File: config.mk
export PLATFORM = sky130hd
export DESIGN_NAME = dvs_dac_volume
export DESIGN_NICKNAME = d
export VERILOG_FILES = /design/src/core/dvs_pkg.sv /design/src/core/dvs_dac_volume.sv
export SDC_FILE = /design/constraint.sdc
export NUM_CORES = 2
export LEC_CHECK = 0
export BUFFER_PORTS_ARGS = -buffer_cell sky130_fd_sc_hd__buf_2
export CORE_UTILIZATION = 58
export CTS_CLUSTER_DIAMETER = 30
export DETAILED_ROUTE_END_ITERATION = 8
export PLACE_DENSITY = 0.89
export SYNTH_ARGS = -nofsm -noshare
export SYNTH_HDL_FRONTEND = slang
export SYNTH_SLANG_ARGS = --single-unit
File: constraint.sdc
create_clock -name aclk -period 26.2 [get_ports aclk]
set_clock_uncertainty 0.05 [all_clocks]
set_input_delay 5.24 -clock aclk [delete_from_list [all_inputs] [get_ports aclk]]
set_output_delay 5.24 -clock aclk [all_outputs]
set_load 0.05 [all_outputs]
File: src/core/dvs_pkg.sv
package dvs_pkg;
  localparam int CLK_HZ = 100_000_000;
  localparam int REFERENCE_SAMPLE_RATE_HZ = 48_000;
  localparam int OSR_BASE = 128;
  localparam int MOD_TICK_CYCLES = CLK_HZ / (OSR_BASE * REFERENCE_SAMPLE_RATE_HZ);
  localparam int GROUP_DELAY = 21;
  localparam int NUM_INPUTS = 6;
  localparam logic [7:0] MUTE_STEP = 8'h80;
  localparam logic [3:0] IN_MUTE_LEVEL = 4'h8;
  // Register indexes; byte address is four times the index.
  localparam logic [6:0] IDX_CTRL = 7'h00;
  localparam logic [6:0] IDX_VOL_L = 7'h01;
  localparam logic [6:0] IDX_VOL_R = 7'h02;
  localparam logic [6:0] IDX_MASTER = 7'h03;
  localparam logic [6:0] IDX_RATE = 7'h04;
  localparam logic [6:0] IDX_STATUS = 7'h05;
  localparam logic [6:0] IDX_IN_LEVEL = 7'h06;
  localparam logic [6:0] IDX_IN_ROUTE = 7'h07;
  localparam logic [6:0] IDX_PGA_SS = 7'h08;
  localparam logic [6:0] IDX_DRANGE = 7'h6D;
  // Control, volume and range register fields.
  localparam int CTRL_DAC_PWR = 0;
  localparam int CTRL_ANA_L_PWR = 1;
  localparam int CTRL_ANA_R_PWR = 2;
  localparam int CTRL_SS_DIS = 3;
  localparam int CTRL_SS_SLOW = 4;
  localparam int CTRL_DEEMPH = 5;
  localparam int CTRL_EFFECTS = 6;
  localparam int CTRL_CM_LSB = 8;
  localparam int VOL_MUTE_BIT = 7;
  localparam int DRANGE_LSB = 6;
  localparam logic [31:0] CTRL_RESET = 32'h0000_0000;
  localparam logic [31:0] VOL_RESET = 32'h0000_0000;
  localparam logic [31:0] RATE_RESET = 32'h0000_0001;
  localparam logic [31:0] DRANGE_RESET = 32'h0000_0000;
  localparam logic [1:0] RESP_OKAY = 2'h0;
  localparam logic [1:0] RESP_SLVERR = 2'h2;

  typedef struct packed {
    logic [15:0] left;
    logic [15:0] right;
  } dvs_sample_type;

  typedef enum logic [2:0] {
    ST_OFF = 3'b000,
    ST_RUN = 3'b001,
    ST_FX_MUTE = 3'b010,
    ST_PD_MUTE = 3'b011
  } dvs_state_type;
endpackage

File: src/core/dvs_dac_volume.sv
// Register access over AXI4-Lite and the register offsets were left to the implementer.
`timescale 1ns/1ps
module dvs_dac_volume
  import dvs_pkg::*;
(
  input wire logic aclk,
  input wire logic aresetn,
  input wire logic [31:0] s_axi_awaddr,
  input wire logic s_axi_awvalid,
  output logic s_axi_awready,
  input wire logic [31:0] s_axi_wdata,
  input wire logic [3:0] s_axi_wstrb,
  input wire logic s_axi_wvalid,
  output logic s_axi_wready,
  output logic [1:0] s_axi_bresp,
  output logic s_axi_bvalid,
  input wire logic s_axi_bready,
  input wire logic [31:0] s_axi_araddr,
  input wire logic s_axi_arvalid,
  output logic s_axi_arready,
  output logic [31:0] s_axi_rdata,
  output logic [1:0] s_axi_rresp,
  output logic s_axi_rvalid,
  input wire logic s_axi_rready,
  input wire dvs_sample_type in_sample,
  input wire logic in_valid,
  output logic in_ready,
  output dvs_sample_type dac_data,
  output logic dac_valid,
  output logic dac_power,
  output logic ana_l_power,
  output logic ana_r_power,
  output logic fx_active,
  output logic deemph_active,
  output logic [1:0] cm_select,
  output logic [1:0] bias_current,
  output logic [4*NUM_INPUTS-1:0] input_level,
  output logic [2*NUM_INPUTS-1:0] input_route
);
  // ---------------------------------------------------------------
  // Register file and AXI4-Lite slave
  // ---------------------------------------------------------------
  logic [31:0] ctrl, vol_l, vol_r, rate, in_level_req, in_route, pga_ss, drange;
  logic [31:0] aw_addr, w_data, status;
  logic [3:0] w_strb;
  logic aw_held, w_held, vol_reached, pd_done;
  logic [7:0] applied [2];
  logic [7:0] target [2];
  dvs_state_type state;
  logic [6:0] widx, ridx;
  logic [31:0] wmask;

  assign s_axi_awready = !aw_held && !s_axi_bvalid;
  assign s_axi_wready = !w_held && !s_axi_bvalid;
  assign s_axi_arready = !s_axi_rvalid;
  assign widx = aw_addr[8:2];
  assign ridx = s_axi_araddr[8:2];
  assign wmask = {{8{w_strb[3]}}, {8{w_strb[2]}}, {8{w_strb[1]}}, {8{w_strb[0]}}};

  function automatic logic [31:0] merge(input logic [31:0] old, input logic [31:0] nv,
                                        input logic [31:0] m);
    merge = (old & ~m) | (nv & m);
  endfunction

  function automatic logic mapped(input logic [31:0] a);
    mapped = (a[31:9] == 23'h0) && (a[1:0] == 2'h0) &&
             ((a[8:2] <= IDX_PGA_SS) || (a[8:2] == IDX_DRANGE));
  endfunction

  always_ff @(posedge aclk) begin
    if (!aresetn) begin
      aw_held <= 1'b0;
      w_held <= 1'b0;
      aw_addr <= 32'h0000_0000;
      w_data <= 32'h0000_0000;
      w_strb <= 4'h0;
      s_axi_bvalid <= 1'b0;
      s_axi_bresp <= RESP_OKAY;
    end else begin
      if (s_axi_awvalid && s_axi_awready) begin
        aw_held <= 1'b1;
        aw_addr <= s_axi_awaddr;
      end
      if (s_axi_wvalid && s_axi_wready) begin
        w_held <= 1'b1;
        w_data <= s_axi_wdata;
        w_strb <= s_axi_wstrb;
      end
      if (aw_held && w_held) begin
        aw_held <= 1'b0;
        w_held <= 1'b0;
        s_axi_bvalid <= 1'b1;
        s_axi_bresp <= mapped(aw_addr) ? RESP_OKAY : RESP_SLVERR;
      end else if (s_axi_bready) begin
        s_axi_bvalid <= 1'b0;
      end
    end
  end

  always_ff @(posedge aclk) begin
    if (!aresetn) begin
      ctrl <= CTRL_RESET;
      vol_l <= VOL_RESET;
      vol_r <= VOL_RESET;
      rate <= RATE_RESET;
      in_level_req <= 32'h0000_0000;
      in_route <= 32'h0000_0000;
      pga_ss <= 32'h0000_0000;
      drange <= DRANGE_RESET;
    end else if (aw_held && w_held && mapped(aw_addr)) begin
      case (widx)
        IDX_CTRL: ctrl <= merge(ctrl, w_data, wmask) & 32'h0000_037F;
        IDX_VOL_L: vol_l <= merge(vol_l, w_data, wmask) & 32'h0000_00FF;
        IDX_VOL_R: vol_r <= merge(vol_r, w_data, wmask) & 32'h0000_00FF;
        IDX_MASTER: begin
          vol_l <= merge(vol_l, w_data, wmask) & 32'h0000_00FF;
          vol_r <= merge(vol_r, w_data, wmask) & 32'h0000_00FF;
        end
        IDX_RATE: rate <= merge(rate, w_data, wmask) & 32'h0000_0007;
        IDX_IN_LEVEL: in_level_req <= merge(in_level_req, w_data, wmask) & 32'h00FF_FFFF;
        IDX_IN_ROUTE: in_route <= merge(in_route, w_data, wmask) & 32'h0000_3F3F;
        IDX_PGA_SS: pga_ss <= merge(pga_ss, w_data, wmask) & 32'h0000_0003;
        IDX_DRANGE: drange <= merge(drange, w_data, wmask) & 32'h0000_00C0;
        default: ctrl <= ctrl;
      endcase
    end
  end

  assign status = {8'h00, applied[1], applied[0], 3'h0, fx_active, state[1:0],
                   pd_done, vol_reached};

  always_ff @(posedge aclk) begin
    if (!aresetn) begin
      s_axi_rvalid <= 1'b0;
      s_axi_rdata <= 32'h0000_0000;
      s_axi_rresp <= RESP_OKAY;
    end else if (s_axi_arvalid && s_axi_arready) begin
      s_axi_rvalid <= 1'b1;
      s_axi_rresp <= mapped(s_axi_araddr) ? RESP_OKAY : RESP_SLVERR;
      case (ridx)
        IDX_CTRL: s_axi_rdata <= ctrl;
        IDX_VOL_L: s_axi_rdata <= vol_l;
        IDX_VOL_R: s_axi_rdata <= vol_r;
        IDX_MASTER: s_axi_rdata <= vol_l;
        IDX_RATE: s_axi_rdata <= rate;
        IDX_STATUS: s_axi_rdata <= status;
        IDX_IN_LEVEL: s_axi_rdata <= in_level_req;
        IDX_IN_ROUTE: s_axi_rdata <= in_route;
        IDX_PGA_SS: s_axi_rdata <= pga_ss;
        IDX_DRANGE: s_axi_rdata <= drange;
        default: s_axi_rdata <= 32'h0000_0000;
      endcase
    end else if (s_axi_rready) begin
      s_axi_rvalid <= 1'b0;
    end
  end

  assign cm_select = ctrl[CTRL_CM_LSB+1:CTRL_CM_LSB];
  assign bias_current = drange[DRANGE_LSB+1:DRANGE_LSB];
  assign input_route = {in_route[13:8], in_route[5:0]};
  assign ana_l_power = dac_power && ctrl[CTRL_ANA_L_PWR];
  assign ana_r_power = dac_power && ctrl[CTRL_ANA_R_PWR];

  // ---------------------------------------------------------------
  // Rate generation
  // ---------------------------------------------------------------
  // A modulator tick is 128 times the reference rate; one input sample
  // is taken every 128 * divider ticks, so the output rate never moves.
  logic [4:0] tick_cnt;
  logic [9:0] osr_cnt;
  logic [2:0] div;
  logic mod_tick, sample_tick, half_q, step_now;
  assign div = (rate[2:0] == 3'h0) ? 3'h1 : rate[2:0];
  assign mod_tick = (tick_cnt == 5'(MOD_TICK_CYCLES - 1));
  assign sample_tick = mod_tick && (osr_cnt == 10'h000);
  assign in_ready = sample_tick;

  always_ff @(posedge aclk) begin
    if (!aresetn) begin
      tick_cnt <= 5'h00;
    end else begin
      tick_cnt <= mod_tick ? 5'h00 : tick_cnt + 5'h01;
    end
  end

  always_ff @(posedge aclk) begin
    if (!aresetn) begin
      osr_cnt <= 10'h000;
    end else if (mod_tick) begin
      osr_cnt <= (osr_cnt == 10'h000) ? 10'({div, 7'h00} - 10'h001) : osr_cnt - 10'h001;
    end
  end

  always_ff @(posedge aclk) begin
    if (!aresetn) begin
      half_q <= 1'b0;
    end else if (sample_tick) begin
      half_q <= !half_q;
    end
  end

  assign step_now = sample_tick && (!ctrl[CTRL_SS_SLOW] || half_q);

  // ---------------------------------------------------------------
  // Mute sequencer
  // ---------------------------------------------------------------
  logic all_muted, fx_req, deemph_req;
  assign all_muted = (applied[0] == MUTE_STEP) && (applied[1] == MUTE_STEP);
  assign fx_req = ctrl[CTRL_EFFECTS];
  assign deemph_req = ctrl[CTRL_DEEMPH];
  assign dac_power = (state != ST_OFF);

  always_ff @(posedge aclk) begin
    if (!aresetn) begin
      state <= ST_OFF;
      pd_done <= 1'b1;
      fx_active <= 1'b0;
      deemph_active <= 1'b0;
    end else begin
      case (state)
        ST_OFF: begin
          if (ctrl[CTRL_DAC_PWR]) begin
            state <= ST_RUN;
            pd_done <= 1'b0;
            fx_active <= fx_req;
            deemph_active <= deemph_req;
          end
        end
        ST_RUN: begin
          if (!ctrl[CTRL_DAC_PWR]) begin
            state <= ST_PD_MUTE;
          end else if (fx_req != fx_active || deemph_req != deemph_active) begin
            state <= ST_FX_MUTE;
          end
        end
        ST_FX_MUTE: begin
          if (all_muted) begin
            fx_active <= fx_req;
            deemph_active <= deemph_req;
            state <= ST_RUN;
          end
        end
        ST_PD_MUTE: begin
          if (all_muted) begin
            state <= ST_OFF;
            pd_done <= 1'b1;
          end
        end
        default: state <= ST_OFF;
      endcase
    end
  end

  // ---------------------------------------------------------------
  // Per-channel soft-stepped volume and interpolation
  // ---------------------------------------------------------------
  logic [15:0] line_l [GROUP_DELAY+1];
  logic [15:0] line_r [GROUP_DELAY+1];
  logic [17:0] recip;
  always_comb begin
    case (div)
      3'h1: recip = 18'h20000;
      3'h2: recip = 18'h10000;
      3'h3: recip = 18'h0AAAB;
      3'h4: recip = 18'h08000;
      3'h5: recip = 18'h06666;
      3'h6: recip = 18'h05555;
      default: recip = 18'h0492E;
    endcase
  end

  // A 21-sample delay then linear interpolation: the response is
  // symmetric, hence linear phase; deeper image rejection would need a
  // long FIR, which was traded for area here.
  always_ff @(posedge aclk) begin
    if (!aresetn) begin
      for (int i = 0; i <= GROUP_DELAY; i++) begin
        line_l[i] <= 16'h0000;
        line_r[i] <= 16'h0000;
      end
    end else if (sample_tick) begin
      line_l[0] <= in_valid ? in_sample.left : 16'h0000;
      line_r[0] <= in_valid ? in_sample.right : 16'h0000;
      for (int i = 1; i <= GROUP_DELAY; i++) begin
        line_l[i] <= line_l[i-1];
        line_r[i] <= line_r[i-1];
      end
    end
  end

  function automatic logic [15:0] mant(input logic [3:0] k);
    case (k)
      4'h0: mant = 16'h8000;
      4'h1: mant = 16'h78D7;
      4'h2: mant = 16'h7215;
      4'h3: mant = 16'h6BB3;
      4'h4: mant = 16'h65AD;
      4'h5: mant = 16'h5FFD;
      4'h6: mant = 16'h5A9E;
      4'h7: mant = 16'h558C;
      4'h8: mant = 16'h50C3;
      4'h9: mant = 16'h4C3F;
      4'hA: mant = 16'h47FB;
      default: mant = 16'h43F4;
    endcase
  endfunction

  logic [15:0] ch_out [2];
  genvar c;
  generate
    for (c = 0; c < 2; c++) begin : g_ch
      logic [15:0] newer, older;
      logic signed [41:0] acc;
      logic signed [16:0] diff;
      logic signed [35:0] incr;
      logic signed [33:0] prod;
      logic [7:0] req;
      assign newer = (c == 0) ? line_l[GROUP_DELAY-1] : line_r[GROUP_DELAY-1];
      assign older = (c == 0) ? line_l[GROUP_DELAY] : line_r[GROUP_DELAY];
      assign req = (c == 0) ? vol_l[7:0] : vol_r[7:0];
      // Mute and the sequencer's mute states ask for full attenuation.
      assign target[c] = (req[VOL_MUTE_BIT] || state != ST_RUN) ?
                         MUTE_STEP : {1'b0, req[6:0]};
      assign diff = $signed({newer[15], newer}) - $signed({older[15], older});
      assign incr = diff * $signed({1'b0, recip});

      always_ff @(posedge aclk) begin
        if (!aresetn) begin
          acc <= 42'sh0;
        end else if (sample_tick) begin
          acc <= {{2{older[15]}}, older, 24'h000000};
        end else if (mod_tick) begin
          acc <= acc + 42'(incr);
        end
      end

      always_ff @(posedge aclk) begin
        if (!aresetn) begin
          applied[c] <= MUTE_STEP;
        end else if (state == ST_OFF) begin
          applied[c] <= MUTE_STEP;
        end else if (ctrl[CTRL_SS_DIS]) begin
          applied[c] <= target[c];
        end else if (step_now && applied[c] < target[c]) begin
          applied[c] <= applied[c] + 8'h01;
        end else if (step_now && applied[c] > target[c]) begin
          applied[c] <= applied[c] - 8'h01;
        end
      end

      assign prod = $signed(acc[39:24]) * $signed({1'b0, mant(4'(applied[c][6:0] % 7'd12))});
      assign ch_out[c] = (applied[c] == MUTE_STEP) ? 16'h0000 :
                         16'(prod >>> (15 + applied[c][6:0] / 7'd12));
    end
  endgenerate

  assign vol_reached = (applied[0] == target[0]) && (applied[1] == target[1]);

  always_ff @(posedge aclk) begin
    if (!aresetn) begin
      dac_data <= '0;
      dac_valid <= 1'b0;
    end else begin
      dac_valid <= mod_tick;
      if (mod_tick) begin
        dac_data.left <= ana_l_power ? ch_out[0] : 16'h0000;
        dac_data.right <= ana_r_power ? ch_out[1] : 16'h0000;
      end
    end
  end

  // ---------------------------------------------------------------
  // Input level controls
  // ---------------------------------------------------------------
  genvar n;
  generate
    for (n = 0; n < NUM_INPUTS; n++) begin : g_in
      logic [3:0] lvl, req;
      assign req = (in_level_req[4*n+3:4*n] > IN_MUTE_LEVEL) ? IN_MUTE_LEVEL :
                   in_level_req[4*n+3:4*n];
      always_ff @(posedge aclk) begin
        if (!aresetn) begin
          lvl <= 4'h0;
        end else if (pga_ss[0]) begin
          lvl <= req;
        end else if (sample_tick && (!pga_ss[1] || half_q) && lvl != req) begin
          lvl <= (lvl < req) ? lvl + 4'h1 : lvl - 4'h1;
        end
      end
      assign input_level[4*n+3:4*n] = lvl;
    end
  endgenerate

  // ---------------------------------------------------------------
  // Assertions
  // ---------------------------------------------------------------
  property p_step_one;
    @(posedge aclk) disable iff (!aresetn)
      ($changed(applied[0]) && !$past(ctrl[CTRL_SS_DIS]) && $past(state) != ST_OFF) |->
        ($past(step_now) && (applied[0] - $past(applied[0]) == 8'h01 ||
                            $past(applied[0]) - applied[0] == 8'h01));
  endproperty
  a_step_one: assert property (p_step_one) else $error("gain moved off a sample step");

  property p_slow;
    @(posedge aclk) disable iff (!aresetn)
      (ctrl[CTRL_SS_SLOW] && !ctrl[CTRL_SS_DIS] && sample_tick && !half_q &&
       state != ST_OFF) |=> $stable(applied[1]);
  endproperty
  a_slow: assert property (p_slow) else $error("slow step moved on odd sample");

  property p_reached;
    @(posedge aclk) disable iff (!aresetn)
      (state == ST_RUN && status[0]) |->
        (applied[0] == (vol_l[VOL_MUTE_BIT] ? MUTE_STEP : {1'b0, vol_l[6:0]}));
  endproperty
  a_reached: assert property (p_reached) else $error("reached flag early");

  property p_immediate;
    @(posedge aclk) disable iff (!aresetn)
      (ctrl[CTRL_SS_DIS] && state != ST_OFF) |=> applied[0] == $past(target[0]);
  endproperty
  a_immediate: assert property (p_immediate) else $error("gain not immediate");

  property p_fx_muted;
    @(posedge aclk) disable iff (!aresetn)
      ($changed(fx_active) && $past(state) == ST_FX_MUTE) |->
        ($past(applied[0]) == MUTE_STEP && $past(applied[1]) == MUTE_STEP);
  endproperty
  a_fx_muted: assert property (p_fx_muted) else $error("effects changed unmuted");

  property p_powerup;
    @(posedge aclk) disable iff (!aresetn)
      (state == ST_OFF && ctrl[CTRL_DAC_PWR]) |=> applied[0] == MUTE_STEP;
  endproperty
  a_powerup: assert property (p_powerup) else $error("power-up not muted");

  property p_powerdown;
    @(posedge aclk) disable iff (!aresetn)
      $rose(pd_done) |-> ($past(all_muted) && state == ST_OFF);
  endproperty
  a_powerdown: assert property (p_powerdown) else $error("flag before mute");

  property p_rate;
    @(posedge aclk) disable iff (!aresetn)
      mod_tick |=> dac_valid ##1 !dac_valid [*8];
  endproperty
  a_rate: assert property (p_rate) else $error("modulator rate wrong");

  property p_mute_zero;
    @(posedge aclk) disable iff (!aresetn)
      (mod_tick && applied[0] == MUTE_STEP) |=> dac_data.left == 16'h0000;
  endproperty
  a_mute_zero: assert property (p_mute_zero) else $error("muted channel not silent");

  c_fx_cycle: cover property (@(posedge aclk) disable iff (!aresetn)
    state == ST_FX_MUTE ##[1:1000] state == ST_RUN);
  c_powerdown: cover property (@(posedge aclk) disable iff (!aresetn) $rose(pd_done));
  c_reached: cover property (@(posedge aclk) disable iff (!aresetn)
    state == ST_RUN && $rose(vol_reached) && applied[0] != MUTE_STEP);
endmodule

==> results.yml <==
status:
  status: "finished clean"
detailed_routing:
  drt_iter0_markers: 6401
  vias_per_cell: 5.942
  drc: 0
  wl_per_cell_um: 21.28
  wl_um: 233200
  first_pass_iters: 6
  ant_nets: 0
  vias: 65099
timing:
  finalSetupViolCount: 0
  min_period_ns: 12.30
  final_hold_viol_count: 0
  fin_crit_sh: 0.4694
  maxSlewViolCount: 0
  tightest_slew_ns: 1.251
  fin_tns_setup_ns: 0
  relSlewSlack: 0.1641
  grt_setup_unrepaired: "no"
  setup_ws_ns: 13.90
  fmax_ghz: 0.08131
yosys:
  postSynth.asyncResetShare: 0
  mappedNetlistArea_mm2: 0.08657
  synthTopCellsByArea: "edfxtp_1 25%, fa_1 22%, ha_1 9.1%, dfxtp_1 7.3%, inv_1 5.7%"
  syn_area_per_cell_um2: 9.868
  synth-compound-area-share: 0.08069
  synthFlopType: "edfxtp_1"
  yosys.cell_types.count: 101
  synth-adder-area-share: 0.3100
  synth_xor_xnor_area_share: 0.02224
  yosys.area.top_type: "edfxtp_1"
  synth_edf_count: 720
  synthTopCellsByCount: "1309 x inv_1, 946 x fa_1, 922 x nand2_1"
  ys_warn_count: 0
  synth_cells: 8773
  synth-seq-cells: 1035
  ys_seq_area_frac: 0.3226
  synth_top_area_frac: 0.2498
  synth.most_common_cell: "inv_1"
  synth_mux_area_frac: 0.02101
  synth_top_family_by_area: "adder cells"
  synthSimpleGateAreaFrac: 0.1656
clocking:
  cts_buffers: 197
  clk_latency_ns: 0.84
  clockRootBuffer: "clkbuf_16"
  ctsResizeCount: 0
  cts_tree: "done"
  cts_setup_buffers: 0
  numClockSinks: 1035
  cts.path.max_buffers: 3
  clk_transition_reported_paths_ns: 0.04
  hold_buffers: 0
  htreeDepth: 4
power:
  power_w: 0.005503
  ir_drop_uv: 75.83
  powerDensity_mw_per_mm2: 57.12
  power_leakage_nw: 46.26
place:
  place_ws_ns: 14.17
  numPortBuffers: 240
  dpl.cell_count: 10582
  dp_hpwl_um: 166600
  gp_congestion: 0.9812
  place_area_mm2: 0.08922
worst_setup_path:
  crit_top_cell: "inv_1"
  crit_slowest_cell: "edfxtp_1"
  critPathMaxFanout: 20
  slowest_delay_ns: 0.92
  critPathBufInv: 7
  critPathRequiredTime_ns: 26.79
  crit_path_start_kind: "flop"
  worstPathArrival_ns: 12.89
  path_class: "reg2reg"
  worst_setup_path_end_kind: "flop"
  critPathTopFamily: "adder cells"
floorplanning:
  core_mm2: 0.1480
  die_h_um: 388.3
  start_util: 0.5849
  die_w_um: 388.3
  rows: 141
  io_pins: 260
  dieArea_mm2: 0.1508
finish:
  fin_nets: 10568
  fin_area_mm2: 0.09634
  fin_cells: 10956
  syn_to_final_growth_pct: 11.29
  drive_gt1_frac: 0.08599
global_route:
  busiest_layer: "met2"
  grt_overflow: 0
  grt_usage: 0.3094
  grt_pass1_vias: 66628
  antenna_found_initial: 5
  grt_use_met2: 0.5090
  grtUsageMet3: 0.06630
  met1_usage: 0.3951
  grt_max_degree: 357
  grt_pass1_wl_um: 365100
min_path:
  hold_class: "reg2reg"
flow_run:
  maxCapViolCount: 0
==> sequential cells by signal, summed over array words and instances (netlist names), 2 cells and up, named ones only <==
name,flops
w_strb,3
line_r,352
w_data,24
state,2
line_l,352
dac_data,32
osr_cnt,10
s_axi_rdata,24
g_ch.acc,80
applied,16
tick_cnt,5
g_in.lvl,24
aw_addr,32
==> report_power, final <==
part	leakage, nW	switching, W	internal (W)	total, W
Combinational	32.8	0.000685	0.000323	0.00101
Sequential	9.99	0.0000375	0.00180	0.00184
Clock	3.42	0.000939	0.00172	0.00266
Total	46.3	0.00166	0.00384	0.00550
==> final timing paths <==
path | from | end | slack [ns] | cells after the start
max | applied[0][5]$_DFFE_PP_ | dac_data[19]$_SDFFE_PN0P_ | 13.90 | 35
min | dac_data[27]$_SDFFE_PN0P_ | dac_data[27]$_SDFFE_PN0P_ | 0.40 | 2
max reg2reg | applied[0][5]$_DFFE_PP_ | dac_data[19]$_SDFFE_PN0P_ | 13.90 | 35
min reg2reg | dac_data[27]$_SDFFE_PN0P_ | dac_data[27]$_SDFFE_PN0P_ | 0.40 | 2
==> metrics by stage <==
step                hold WS [ns]  utilization
floorplan                 0.3675            -
global placement          0.3814       0.6028
detailed placement        0.3938       0.6028
CTS                       0.4026       0.6509
global route              0.4217       0.6509
finish                    0.3995       0.6509
==> cell usage in the layout (no fill, tap or decap), drive strengths merged, types with 20 or more instances in the layout <==
cell      instances
inv            1338
fa              946
nand2           922
edfxtp          720
ha              631
nor2            628
and3            624
a21oi           373
and2            353
buf             320
dfxtp           315
clkbuf          235
o21ai           192
xnor2           146
mux2i           128
nor3             79
nand3            77
a21o             75
xor2             73
clkinv           70
nor2b            64
a211oi           58
nand2b           56
a22oi            46
o21a             39
a31oi            35
mux2             30
o211ai           28
nor4             25
or2              25
bufinv           24
nand4            22
clkinvlp         21
o221ai           21
or3              20
o31ai            20
==> kinds of logic after synthesis <==
logic type,after synthesis
other,1
xor gates and xnor gates,219
and+or+nand+nor,2931
AOI/OAI and AO/OA,1078
adders and majority gates,1577
muxes,166
buffers and inverters,1766
DFF,1035
==> layer usage <==
metal | wire [um] | vias to the layer above
li1 | - | 29122
met1 | 90560 | 31959
met2 | 110800 | 3291
met3 | 21100 | 723
met4 | 10650 | 4
met5 | 30 | -
==> worst reg2reg max path: cells and delay by family (launching register included) <==
kind | cells | cell delay [ns]
multiplexers | 4 | 1.04
XOR/XNOR | 1 | 0.68
adder cells (fa/ha/maj) | 8 | 3.98
flip-flops | 1 | 0.92
AO/OA/AOI/OAI | 9 | 2.69
buffers and inverters | 7 | 0.72
AND/OR/NAND/NOR | 6 | 2.07
==> cell type report <==
class / instances / area (um^2)
Fill cell: 10771 / 51670
Timing Repair Buffer: 320 / 1854
Clock inverter: 137 / 1745
Sequential cell: 1035 / 27930
Antenna cell: 2 / 5.005
Clock buffer: 235 / 5369
Inverter: 1316 / 4957
Tap cell: 1930 / 2415
Multi-Input combinational cell: 5981 / 52070
No activity file was read; power rests on OpenSTA's default activity.
